`config.mk`:
```
export PLATFORM = sky130hd
export DESIGN_NAME = ahm_mailbox
export DESIGN_NICKNAME = d
export VERILOG_FILES = /design/src/ahm_pkg.sv /design/src/ahm_stream_if.sv /design/src/ahm_fifo.sv /design/src/ahm_mailbox.sv
export SDC_FILE = /design/constraint.sdc
export NUM_CORES = 1
export LEC_CHECK = 0
export ABC_AREA = 1
export BUFFER_PORTS_ARGS = -buffer_cell sky130_fd_sc_hd__buf_2
export CORE_ASPECT_RATIO = 1.4
export CORE_MARGIN = 1
export CORE_UTILIZATION = 45
export DETAILED_ROUTE_END_ITERATION = 6
export HOLD_SLACK_MARGIN = 0.03
export MAX_ROUTING_LAYER = met4
export PLACE_DENSITY_LB_ADDON = 0.25
export SETUP_SLACK_MARGIN = 0.3
export SLEW_MARGIN = 30
export SYNTH_ARGS = -nofsm -noshare
export SYNTH_HDL_FRONTEND = slang
export SYNTH_SLANG_ARGS = --single-unit
```
`constraint.sdc`:
```
create_clock -name clk -period 2.9 [get_ports clk]
set_input_delay 0.29 -clock clk [delete_from_list [all_inputs] [get_ports clk]]
set_output_delay 0.29 -clock clk [all_outputs]
set_load 0.1 [all_outputs]
```
`src/ahm_pkg.sv`:
```
// Package of register offsets, codes and field positions for the host mailbox port.
package ahm_pkg;
  localparam logic [7:0] ADDR_INBOUND_DATA   = 8'h54;
  localparam logic [7:0] ADDR_DIAG_SENSE     = 8'h55;
  localparam logic [7:0] ADDR_HANDSHAKE      = 8'h56;
  localparam logic [7:0] ADDR_IFACE_CONTROL  = 8'h57;
  localparam logic [7:0] ADDR_ATTENTION      = 8'h58;
  localparam logic [7:0] ADDR_CMD_READBACK   = 8'h59;
  localparam logic [7:0] ADDR_OUTBOUND       = 8'h50;
  localparam logic [7:0] CTRL_CONFIGURE      = 8'hc3;
  localparam logic [7:0] CTRL_IRQ_ENABLE     = 8'h09;
  localparam logic [7:0] CTRL_IRQ_DISABLE    = 8'h08;
  localparam int         HS_OUT_EMPTY_BIT    = 7;
  localparam int         HS_IN_FULL_BIT      = 5;
  localparam int         HS_IRQ_BIT          = 3;
  localparam logic [2:0] ID_INFO             = 3'h0;
  localparam logic [2:0] ID_BLOCK_DATA_A     = 3'h2;
  localparam logic [2:0] ID_BLOCK_DATA_B     = 3'h3;
  localparam logic [2:0] ID_BLOCK_START      = 3'h4;
  localparam logic [5:0] CMD_RESET           = 6'h00;
  localparam logic [7:0] DATA_RESET          = 8'h00;
  localparam int         FIFO_WIDTH          = 11;
  localparam int         FIFO_DEPTH          = 32;
  typedef enum logic [1:0] {ST_IDLE, ST_SINGLE, ST_COUNT, ST_BLOCK} ahm_post_t;
endpackage

```
`src/ahm_stream_if.sv`:
```
// Interface carrying tagged inbound bytes between the FIFO and the mailbox core.
`timescale 1ns/1ps
`default_nettype none
interface ahm_stream_if;
  logic       valid;
  logic       ready;
  logic [2:0] id;
  logic [7:0] data;
  modport src (output valid, output id, output data, input ready);
  modport dst (input valid, input id, input data, output ready);
endinterface
`default_nettype wire

```
`src/ahm_fifo.sv`:
```
// Parameterised valid/ready FIFO holding tagged bytes bound for the host.
`timescale 1ns/1ps
`default_nettype none
module ahm_fifo #(
  parameter int WIDTH = 11,
  parameter int DEPTH = 32
) (
  // Clock and reset
  input  wire logic             clk,
  input  wire logic             nrst,
  // Fill side
  input  wire logic             in_valid,
  output logic                  in_ready,
  input  wire logic [WIDTH-1:0] in_data,
  // Drain side
  ahm_stream_if.src             out
);
  localparam int AW = $clog2(DEPTH);
  logic [WIDTH-1:0] mem [DEPTH];
  logic [AW-1:0]    wr_ptr_reg;
  logic [AW-1:0]    rd_ptr_reg;
  logic [AW:0]      count_reg;
  logic             push;
  logic             pop;

  assign in_ready  = (count_reg != (AW+1)'(DEPTH));
  assign out.valid = (count_reg != '0);
  assign {out.id, out.data} = mem[rd_ptr_reg];
  assign push = in_valid && in_ready;
  assign pop  = out.valid && out.ready;

  always_ff @(posedge clk) begin
    if (push) begin
      mem[wr_ptr_reg] <= in_data;
    end
  end

  always_ff @(posedge clk) begin
    if (!nrst) begin
      wr_ptr_reg <= '0;
      rd_ptr_reg <= '0;
      count_reg  <= '0;
    end else begin
      if (push) begin
        wr_ptr_reg <= wr_ptr_reg + 1'b1;
      end
      if (pop) begin
        rd_ptr_reg <= rd_ptr_reg + 1'b1;
      end
      count_reg <= count_reg + (AW+1)'(push) - (AW+1)'(pop);
    end
  end
endmodule
`default_nettype wire

```
`src/ahm_mailbox.sv`:
```
// Host mailbox port: outbound command latch, inbound buffer and handshake status.
`timescale 1ns/1ps
`default_nettype none
// How it works
// - Host write latches command and data together
// - Host write clears outbound-empty bit, interrupts controller
// - Controller fetches command before data
// - Controller data read sets outbound-empty again
// - Status posted with identifiers zero, three, four
// - Post only when inbound buffer empty
// - Identifier written before its data byte
// - Loading inbound buffer sets full, raises request
// - Host data read clears request, frees buffer
// - Block starts with identifier four and count
// - Block bytes carry identifier two or three
// - Exactly count bytes follow the block start
// - Block procedure for tablet and dumps
// - Control 09 enables, 08 disables request
// - Attention bit 0 readable, any write clears
// - Option-select write triggers hardware reset
// - Handshake bit 7 outbound, bit 5 inbound
// - Readback returns bits 13-8 of last write
module ahm_mailbox
  import ahm_pkg::*;
(
  // Clock and reset
  input  wire logic        clk,
  input  wire logic        nrst,
  // Host I/O bus
  input  wire logic [7:0]  io_addr,
  input  wire logic        io_write,
  input  wire logic        io_read,
  input  wire logic [15:0] io_wdata,
  output logic [7:0]       io_rdata,
  output logic             host_irq,
  // Option-select reset, attention event and diagnostic sense pins
  input  wire logic        option_select_write,
  input  wire logic        attention_event,
  input  wire logic [7:0]  diagnostic_sense_port,
  // Controller side: outbound mailbox
  output logic             ctl_outbound_irq,
  output logic [5:0]       ctl_command,
  output logic [7:0]       ctl_data,
  input  wire logic        ctl_command_read,
  input  wire logic        ctl_data_read,
  // Controller side: inbound posts, block status and adapter reset
  input  wire logic        ctl_post_valid,
  output logic             ctl_post_ready,
  input  wire logic [2:0]  ctl_post_id,
  input  wire logic [7:0]  ctl_post_data,
  output logic             ctl_block_busy,
  output logic             adapter_reset
);
  ahm_stream_if      stream ();
  logic [1:0]        sense_sync_reg [8];
  logic [7:0]        sense_reg;
  logic [1:0]        attn_sync_reg;
  logic              attn_prev_reg;
  logic [1:0]        opt_sync_reg;
  logic              opt_prev_reg;
  logic              out_empty_reg;
  logic              cmd_fetched_reg;
  logic [5:0]        cmd_latch_reg;
  logic [7:0]        data_latch_reg;
  logic [5:0]        readback_reg;
  logic              in_full_reg;
  logic [2:0]        in_id_reg;
  logic [7:0]        in_data_reg;
  logic              irq_en_reg;
  logic              attention_reg;
  ahm_post_t         post_state_reg;
  logic [7:0]        block_left_reg;
  logic              wr_strobe;
  logic              rd_strobe;
  logic              load;
  logic              host_data_read;
  logic              attn_rise;
  logic              in_ready_unused;

  assign wr_strobe      = io_write && nrst;
  assign rd_strobe      = io_read && nrst;
  assign host_data_read = rd_strobe && (io_addr == ADDR_INBOUND_DATA);
  assign attn_rise      = attn_sync_reg[1] && !attn_prev_reg;

  // Posts are queued so the controller is held for host latency only once all 32 FIFO entries are full.
  ahm_fifo #(
    .WIDTH (FIFO_WIDTH),
    .DEPTH (FIFO_DEPTH)
  ) u_fifo (
    .clk      (clk),
    .nrst     (nrst),
    .in_valid (ctl_post_valid),
    .in_ready (in_ready_unused),
    .in_data  ({ctl_post_id, ctl_post_data}),
    .out      (stream)
  );

  // The buffer only loads when empty, so a post never overwrites an unread byte.
  assign load         = stream.valid && !in_full_reg;
  assign stream.ready = load;

  always_ff @(posedge clk) begin
    ctl_post_ready <= nrst ? in_ready_unused : 1'b0;
  end

  // Inputs from pins pass two flip-flops; the sense port passes a third.
  always_ff @(posedge clk) begin
    for (int i = 0; i < 8; i++) begin
      sense_sync_reg[i] <= {sense_sync_reg[i][0], diagnostic_sense_port[i]};
      sense_reg[i]      <= sense_sync_reg[i][1];
    end
    attn_sync_reg <= {attn_sync_reg[0], attention_event};
    opt_sync_reg  <= {opt_sync_reg[0], option_select_write};
    // Edge history is not reset, so a pin held high across reset gives no false edge.
    attn_prev_reg <= attn_sync_reg[1];
    opt_prev_reg  <= opt_sync_reg[1];
  end

  always_ff @(posedge clk) begin
    if (!nrst) begin
      adapter_reset <= 1'b0;
    end else begin
      adapter_reset <= opt_sync_reg[1] && !opt_prev_reg;
    end
  end

  // Outbound mailbox.
  always_ff @(posedge clk) begin
    if (!nrst) begin
      out_empty_reg   <= 1'b1;
      cmd_fetched_reg <= 1'b0;
      cmd_latch_reg   <= CMD_RESET;
      data_latch_reg  <= DATA_RESET;
      readback_reg    <= CMD_RESET;
    end else begin
      if (wr_strobe && (io_addr == ADDR_OUTBOUND)) begin
        readback_reg <= io_wdata[13:8];
      end
      // A write while still full is dropped to protect the pending pair, but a controller
      // read in that same cycle must still count, or the latch would never free.
      if (wr_strobe && (io_addr == ADDR_OUTBOUND) && out_empty_reg) begin
        cmd_latch_reg   <= io_wdata[13:8];
        data_latch_reg  <= io_wdata[7:0];
        out_empty_reg   <= 1'b0;
        cmd_fetched_reg <= 1'b0;
      end else if (!out_empty_reg) begin
        if (ctl_command_read) begin
          cmd_fetched_reg <= 1'b1;
        end
        // A data read before the command fetch does not free the latch.
        if (ctl_data_read && (cmd_fetched_reg || ctl_command_read)) begin
          out_empty_reg <= 1'b1;
        end
      end
    end
  end

  always_ff @(posedge clk) begin
    if (!nrst) begin
      ctl_outbound_irq <= 1'b0;
      ctl_command      <= CMD_RESET;
      ctl_data         <= DATA_RESET;
    end else begin
      ctl_outbound_irq <= !out_empty_reg;
      ctl_command      <= cmd_latch_reg;
      ctl_data         <= data_latch_reg;
    end
  end

  // Interface control.
  always_ff @(posedge clk) begin
    if (!nrst) begin
      irq_en_reg <= 1'b0;
    end else if (wr_strobe && (io_addr == ADDR_IFACE_CONTROL)) begin
      if (io_wdata[7:0] == CTRL_IRQ_ENABLE) begin
        irq_en_reg <= 1'b1;
      end else if (io_wdata[7:0] == CTRL_IRQ_DISABLE || io_wdata[7:0] == CTRL_CONFIGURE) begin
        irq_en_reg <= 1'b0;
      end
    end
  end

  // Inbound buffer; load needs empty, so a host read in the same cycle frees nothing and the load wins.
  always_ff @(posedge clk) begin
    if (!nrst) begin
      in_full_reg <= 1'b0;
      in_id_reg   <= ID_INFO;
      in_data_reg <= DATA_RESET;
    end else if (load) begin
      in_id_reg   <= stream.id;
      in_data_reg <= stream.data;
      in_full_reg <= 1'b1;
    end else if (host_data_read) begin
      in_full_reg <= 1'b0;
    end
  end

  always_ff @(posedge clk) begin
    host_irq <= nrst && in_full_reg && irq_en_reg;
  end

  // Block tracking: counts bytes after an identifier-four count byte.
  always_ff @(posedge clk) begin
    if (!nrst) begin
      post_state_reg <= ST_IDLE;
      block_left_reg <= DATA_RESET;
    end else if (load) begin
      case (post_state_reg)
        ST_BLOCK: begin
          if (block_left_reg == 8'h01) begin
            post_state_reg <= ST_IDLE;
          end
          block_left_reg <= block_left_reg - 8'h01;
        end
        default: begin
          if (stream.id == ID_BLOCK_START && stream.data != DATA_RESET) begin
            post_state_reg <= ST_BLOCK;
            block_left_reg <= stream.data;
          end else begin
            post_state_reg <= ST_SINGLE;
          end
        end
      endcase
    end
  end

  always_ff @(posedge clk) begin
    ctl_block_busy <= nrst && (post_state_reg == ST_BLOCK);
  end

  // Attention flag: a new event beats a clearing write.
  always_ff @(posedge clk) begin
    if (!nrst) begin
      attention_reg <= 1'b0;
    end else if (attn_rise) begin
      attention_reg <= 1'b1;
    end else if (wr_strobe && (io_addr == ADDR_ATTENTION)) begin
      attention_reg <= 1'b0;
    end
  end

  // Read data is registered, valid the cycle after io_read.
  always_ff @(posedge clk) begin
    if (!nrst) begin
      io_rdata <= DATA_RESET;
    end else if (rd_strobe) begin
      case (io_addr)
        ADDR_INBOUND_DATA:  io_rdata <= in_data_reg;
        ADDR_DIAG_SENSE:    io_rdata <= sense_reg;
        ADDR_HANDSHAKE:     io_rdata <= {out_empty_reg, 1'b0, in_full_reg, 1'b0,
                                         in_full_reg && irq_en_reg, in_id_reg};
        ADDR_ATTENTION:     io_rdata <= {7'h00, attention_reg};
        ADDR_CMD_READBACK:  io_rdata <= {2'h0, readback_reg};
        default:            io_rdata <= DATA_RESET;
      endcase
    end
  end
endmodule
`default_nettype wire

```
==> impl_metrics.py, run 1 <==
metrics = {
    "logic_synthesis": {
        "synth_top_family_by_area": "simple AND/OR/NAND/NOR gates",
        "synth_compound_area_share_pct": 4.29,
        "async_reset_ff_share_pct": 0,
        "synthMuxAreaShare_pct": 0,
        "synth-edff-count": 352,
        "synthCells": 1770,
        "syn_area_um2": 18900,
        "ys_ff_latch": 476,
        "synth-main-ff-cell": "edfxtp_1",
        "synth_xor_area_share_pct": 0.0463,
        "synth_warnings": 0,
        "yosysUniqueCellTypes": 35,
        "synth_adder_area_share_pct": 1.10,
        "yosys.area_share.simple_pct": 21.1,
        "syn-num-nets": 1838,
        "avgSynthCellArea_um2": 10.7,
        "yosysSeqAreaShare_pct": 69.1,
    },
    "pwr": {
        "power_mw": 18.9,
        "powerDensity_nw_per_um2": 866,
        "vdd_drop_max_v": 0.000533,
        "power_leakage_nw": 8.53,
    },
    "routing": {
        "drt-total-wl_um": 44700,
        "ant_nets": 0,
        "drcViolationCount": 0,
        "via_per_inst": 5.25,
        "first_pass_iters": 6,
        "wire_per_inst_um": 18.1,
        "drt-initial-drc-count": 794,
        "num_vias": 13000,
    },
    "sta": {
        "maxSlewViolCount": 0,
        "fin_hold_ws_ps": 65.5,
        "fmax_mhz": 408,
        "setup_viol": 0,
        "period_needed_ps": 2450,
        "min_period_over_period_pct": 84.5,
        "skew_ps": 14.4,
        "fin_tns_setup_ps": 0,
        "rsz0062_at_grt": "no",
        "slew_headroom_pct": 53.5,
        "finalHoldViolCount": 0,
        "worstMarginPinSlew_ps": 698,
    },
    "global_route": {
        "grt_overflow": 0,
        "track_usage_pct": 21.2,
        "grt_pass1_vias": 12500,
        "grt_max_degree": 75,
        "grt_antenna_before_repair": 0,
        "grt_pass1_wl_um": 68000,
    },
    "worst_setup_path": {
        "critPathMaxStageDelay_ps": 460,
        "critPathRequiredTime_ps": 3350,
        "slowest_stage": "dfxtp_4",
        "arrival_ps": 2900,
        "path_cells": "clkinv_8, buf_16, nand2_1, nand3_1, nand3_1, nand2_1, nand2_1, nand3_2, nand2_2, nand2_1, nor2_1, nand2_1, nand2_1, nand2_4, nand2_2, nand2_1, nand2_1, nor2_1",
        "start_kind": "flip-flop",
        "rrSetupSlack_ps": 450,
        "critPathBufInv": 2,
        "crit_fanout": 24,
        "path_common_cell": "nand2_1",
        "crit_family": "simple AND/OR/NAND/NOR gates",
        "crit_path_end_kind": "flip-flop",
        "critPathKind": "flip-flop to flip-flop",
    },
    "floorplanning": {
        "die_h_um": 244,
        "die_area_um2": 42800,
        "num_rows": 88,
        "die_x_um": 175,
        "start_util_pct": 45.8,
        "design.core.area_um2": 41300,
        "io_pins": 79,
    },
    "final_layout": {
        "area_growth_pct": 15.7,
        "instances_no_fill": 2472,
        "drive_gt1_share_pct": 12.0,
        "n_antenna_cell": 0,
        "fin_nets": 1963,
        "largest_reg_flops": 352,
        "final_common_cell": "nand2_1",
        "mostFrequentLayoutCells": "544 x nand2_1, 352 x edfxtp_1, 270 x nand3_1",
        "final_area_um2": 21900,
    },
    "clocking": {
        "htreeDepth": 2,
        "cts_tree": "yes",
        "clockBufferDepth": 3,
        "cts_sinks": 476,
        "clock_latency_ps": 560,
        "numCtsBuffers": 45,
        "cts.clk_slew.worst_paths_ps": 60,
        "cts_root_buffer": "clkbuf_16",
    },
    "placed_design": {
        "gp_congestion": 0.857,
        "dp_cells": 2355,
        "place_area_um2": 20000,
        "dp_hpwl_um": 27200,
        "io_buffers": 76,
    },
    "hold_path": {
        "holdCritPathClass": "input pin to flip-flop",
        "min-delay-start": "io_wdata[0]",
    },
    "run_status": {
        "status": "completed",
    },
    "flow_run": {
        "maxCapViolations": 0,
    },
}
## logic make-up (layout without fill, tap and decap cells)
kind of cell | count (synthesis) | in the layout
AOI/OAI and AO/OA | 154 | 154
xor gates and xnor gates | 1 | 1
adders and majority gates | 16 | 16
buffers and inverters | 173 | 335
DFF | 476 | 476
and+or+nand+nor | 950 | 950
## stage by stage
step	setup WS (ps)	utilization [%]
floorplan	695	-
global placement	270	48.3
detailed placement	284	48.3
CTS	321	52.4
global route	285	53.0
finish	449	53.0
## layer usage
metal | global-route usage [%] | share of wire, % | vias up
met1 | 24.9 | 40 | 6218
met2 | 37.0 | 52 | 375
met5 | - | 0 | -
met3 | 2.47 | 4.4 | 84
li1 | - | - | 6310
met4 | 8.21 | 3.7 | 0
## repair_timing
item / CTS / global route
buffers inserted: 0 / 5
endpoints found under the hold margin: 28 / 0
resized for setup: 3 / 27
hold buffers: 24 / 0
setup endpoints to repair: 2 / 18
pin swaps: 0 / 1
cloned: 0 / 4
## synthesized netlist by cell type (all sizes together) (4+ instances only)
library cell	n	area [um2]
ha	15	188
nor2	92	345
nand3	274	1370
nand3b	6	45.0
o21ai	76	380
a21oi	62	310
clkinv	4	15.0
nand4	6	37.5
nor4	5	31.3
edfxtp	352	10600
nor3	8	40.0
clkbuf	30	113
buf	61	412
o211ai	7	52.6
dfxtp	124	2480
inv	78	293
nand2	554	2080
## power breakdown
part / switching, mW / total [mW] / internal, mW
clock network: 2.45 / 5.73 / 3.28
logic: 3.66 / 5.38 / 1.72
registers: 0.202 / 7.82 / 7.62
total: 6.31 / 18.9 / 12.6
## tightest hold or removal path, delay by kind of cell
| family | cells | cell delay [ps] |
|---|---|---|
| AO/OA/AOI/OAI | 1 | 80 |
| buffers and inverters | 2 | 180 |
## worst paths after layout
check / end / cells after the start
max: block_left_reg[2]$_SDFFE_PN0P_ / 18
min: data_latch_reg[0]$_SDFFE_PN0P_ / 3
max reg2reg: block_left_reg[2]$_SDFFE_PN0P_ / 18
min reg2reg: sense_sync_reg[0][5]$_DFF_P_ / 0
## layout make-up
cell class | count | area, um2
inverter | 82 | 323
timing repair buffer | 168 | 1290
multi-input combinational | 1121 | 5060
clock inverter | 19 | 150
sequential | 476 | 13100
clock buffer | 65 | 1290
tap | 540 | 676
fill | 3586 | 19400
timing repair inverter | 1 | 8.76
No activity file was read; power rests on OpenSTA's default activity.
==> run 2: changes to the inputs <==
--- a/config.mk
+++ b/config.mk
@@ -5,7 +5,7 @@
 export SDC_FILE = /design/constraint.sdc
 export NUM_CORES = 1
 export LEC_CHECK = 0
-export ABC_AREA = 1
+export ABC_AREA = 0
 export BUFFER_PORTS_ARGS = -buffer_cell sky130_fd_sc_hd__buf_2
 export CORE_ASPECT_RATIO = 1.4
 export CORE_MARGIN = 1
==> constraint.sdc (replaced) <==
create_clock -name clk -period 2.52 [get_ports clk]
set_input_delay 0.252 -clock clk [delete_from_list [all_inputs] [get_ports clk]]
set_output_delay 0.252 -clock clk [all_outputs]
set_load 0.1 [all_outputs]
==> impl_metrics.py, run 2 <==
metrics = {
    "logic_synthesis": {
        "syn-num-nets": 1099,
        "avgSynthCellArea_um2": 17.6,
        "ys_ff_latch": 476,
        "async_reset_ff_share_pct": 0,
        "synth-edff-count": 352,
        "synth-main-ff-cell": "edfxtp_1",
        "yosysTopAreaCell": "edfxtp_1",
        "synthCells": 1031,
        "yosysSeqAreaShare_pct": 71.9,
        "yosysUniqueCellTypes": 59,
        "synth.top_cell.area_share_pct": 58.2,
        "synth_warnings": 0,
        "synth_most_common_cell": "edfxtp_1",
        "syn_area_um2": 18200,
        "netlist_top_cells_count": "352 x edfxtp_1, 124 x dfxtp_1, 93 x mux4_2",
        "synthTopCellsByArea": "edfxtp_1 58%, dfxtp_1 14%, mux4_2 12%",
    },
    "worst_setup_path": {
        "path_common_cell": "mux4_2",
        "critPathMaxStageDelay_ps": 540,
        "arrival_ps": 3290,
        "critPathKind": "flip-flop to flip-flop",
        "critPathBufInv": 1,
        "crit_path_end_kind": "flip-flop",
        "critPathRequiredTime_ps": 2950,
        "path_cells": "buf_12, mux4_2, mux4_2, nor2_4, a211oi_2, nor3_4, o21ai_4, o31ai_4, o221ai_1",
        "crit_fanout": 9,
        "start_kind": "flip-flop",
        "slowest_stage": "mux4_2",
        "crit_family": "multiplexers",
    },
    "sta": {
        "rsz0062_at_grt": "yes",
        "maxSlewViolCount": 0,
        "fin_tns_setup_ps": -2690,
        "fmax_mhz": 349,
        "min_period_over_period_pct": 114,
        "worstMarginPinSlew_ps": 697,
        "skew_ps": 18.6,
        "finalHoldViolCount": 0,
        "period_needed_ps": 2860,
        "setup_viol": 9,
        "slew_headroom_pct": 53.5,
        "setup_ws_ps": -344,
    },
    "clocking": {
        "numCtsBuffers": 45,
        "clock_latency_ps": 570,
        "cts_root_buffer": "clkbuf_16",
        "cts_sinks": 476,
        "cts_tree": "yes",
        "clockBufferDepth": 3,
        "htreeDepth": 2,
        "cts.clk_slew.worst_paths_ps": 60,
    },
    "flow_run": {
        "maxCapViolations": 0,
    },
    "floorplanning": {
        "num_rows": 86,
        "start_util_pct": 45.9,
        "design.core.area_um2": 39600,
        "die_area_um2": 41200,
        "die_h_um": 240,
        "die_x_um": 172,
        "io_pins": 79,
    },
    "final_layout": {
        "mostFrequentLayoutCells": "352 x edfxtp_1, 119 x dfxtp_1, 93 x mux4_2",
        "final_common_cell": "edfxtp_1",
        "largest_reg_flops": 352,
        "fin_nets": 1326,
        "area_growth_pct": 22.5,
        "drive_gt1_share_pct": 33.1,
        "ff_latch_area_um2": 13100,
        "instances_no_fill": 1824,
        "multiInputGateArea_um2": 5020,
        "fillers": 3102,
    },
    "routing": {
        "ant_nets": 0,
        "drt-initial-drc-count": 682,
        "drt-total-wl_um": 41500,
        "via_per_inst": 5.47,
        "num_vias": 9973,
        "wire_per_inst_um": 22.8,
        "drcViolationCount": 0,
        "first_pass_iters": 5,
    },
    "global_route": {
        "grt_pass1_vias": 10100,
        "grt_overflow": 0,
        "grt_max_degree": 33,
        "grt_pass1_wl_um": 61000,
        "grt_antenna_before_repair": 1,
        "track_usage_pct": 21.2,
    },
    "placed_design": {
        "dp_cells": 1689,
        "io_buffers": 76,
        "gp_congestion": 0.852,
        "dp_hpwl_um": 26500,
        "dp_slack_ps": -324,
    },
    "pwr": {
        "powerDensity_nw_per_um2": 925,
        "power_leakage_nw": 7.63,
        "vdd_drop_max_v": 0.000529,
    },
    "hold_path": {
        "holdCritPathClass": "input pin to flip-flop",
    },
    "run_status": {
        "violations": "negative setup slack",
        "status": "complete, but fails checks",
    },
}
[run 2: cell count changes after synthesis, sizes merged, moves of 34 or more]
cell | previous run | this run
nand2 | 554 | 47
and2 | 0 | 34
nor2 | 92 | 57
inv | 78 | 18
nand3 | 274 | 11
a21oi | 62 | 19
mux4 | 0 | 93
o21ai | 76 | 14
buf | 61 | 25
[run 2: final timing paths]
check | cells after the start | endpoint | slack (ps) | from
min | 2 | io_rdata[0]$_SDFFE_PN0P_ | 60 | io_read
max | 9 | block_left_reg[6]$_SDFFE_PN0P_ | -340 | flip-flop
min reg2reg | 0 | sense_sync_reg[0][3]$_DFF_P_ | 320 | sense_sync_reg[0][2]$_DFF_P_
max reg2reg | 9 | block_left_reg[6]$_SDFFE_PN0P_ | -340 | flip-flop
[run 2: layout make-up]
type | instances | share of cell area [%]
Timing Repair Buffer | 227 | 9.15
Antenna cell | 1 | 0.0112
Sequential cell | 476 | 58.7
Tap cell | 528 | 2.97
Clock buffer | 54 | 5.40
Inverter | 18 | 0.304
Multi-Input combinational cell | 490 | 22.6
Clock inverter | 30 | 0.844
[run 2: stage by stage]
step	utilization, %	hold WS, ps	area [um2]	power, mW
floorplan	-	280	18200	12.0
global placement	50.7	313	20100	13.4
detailed placement	50.7	312	20100	13.5
CTS	55.4	38.0	21900	20.3
global route	56.2	69.2	22200	21.4
finish	56.2	57.3	22200	20.6
[run 2: kinds of logic (layout without fill, tap and decap cells)]
family	count (synthesis)	after routing	share of synthesized area, %
AND/OR/NAND/NOR	218	218	6.15
XOR/XNOR	11	11	0.531
buffers and inverters	65	329	1.74
other	0	1	0
multiplexers	143	143	14.4
AO/OA/AOI/OAI	102	102	4.15
adder cells (fa/ha/maj)	16	16	1.14
flip-flops	476	476	71.9
[run 2: power by group]
| group | total (mW) | internal (mW) | switching (mW) |
|---|---|---|---|
| registers | 8.99 | 8.74 | 0.244 |
| logic | 5.17 | 2.71 | 2.46 |
| clock network | 6.43 | 3.60 | 2.83 |
| total | 20.6 | 15.1 | 5.53 |
[run 2: timing repair]
item                                    CTS  global route
endpoints found under the hold margin    33             0
setup buffers                             9             9
hold buffers                             27             0
cloned                                    1             4
pin swaps                                 8            11
endpoints found under the setup margin   22           376
gates resized for setup                  25            30
[run 2: layer usage]
metal	track usage [%]	up-vias	wire length (um)
li1	-	4508	-
met1	23.9	5086	15900
met2	37.3	289	22000
met3	3.22	90	1890
met4	9.04	0	1730
met5	-	-	0
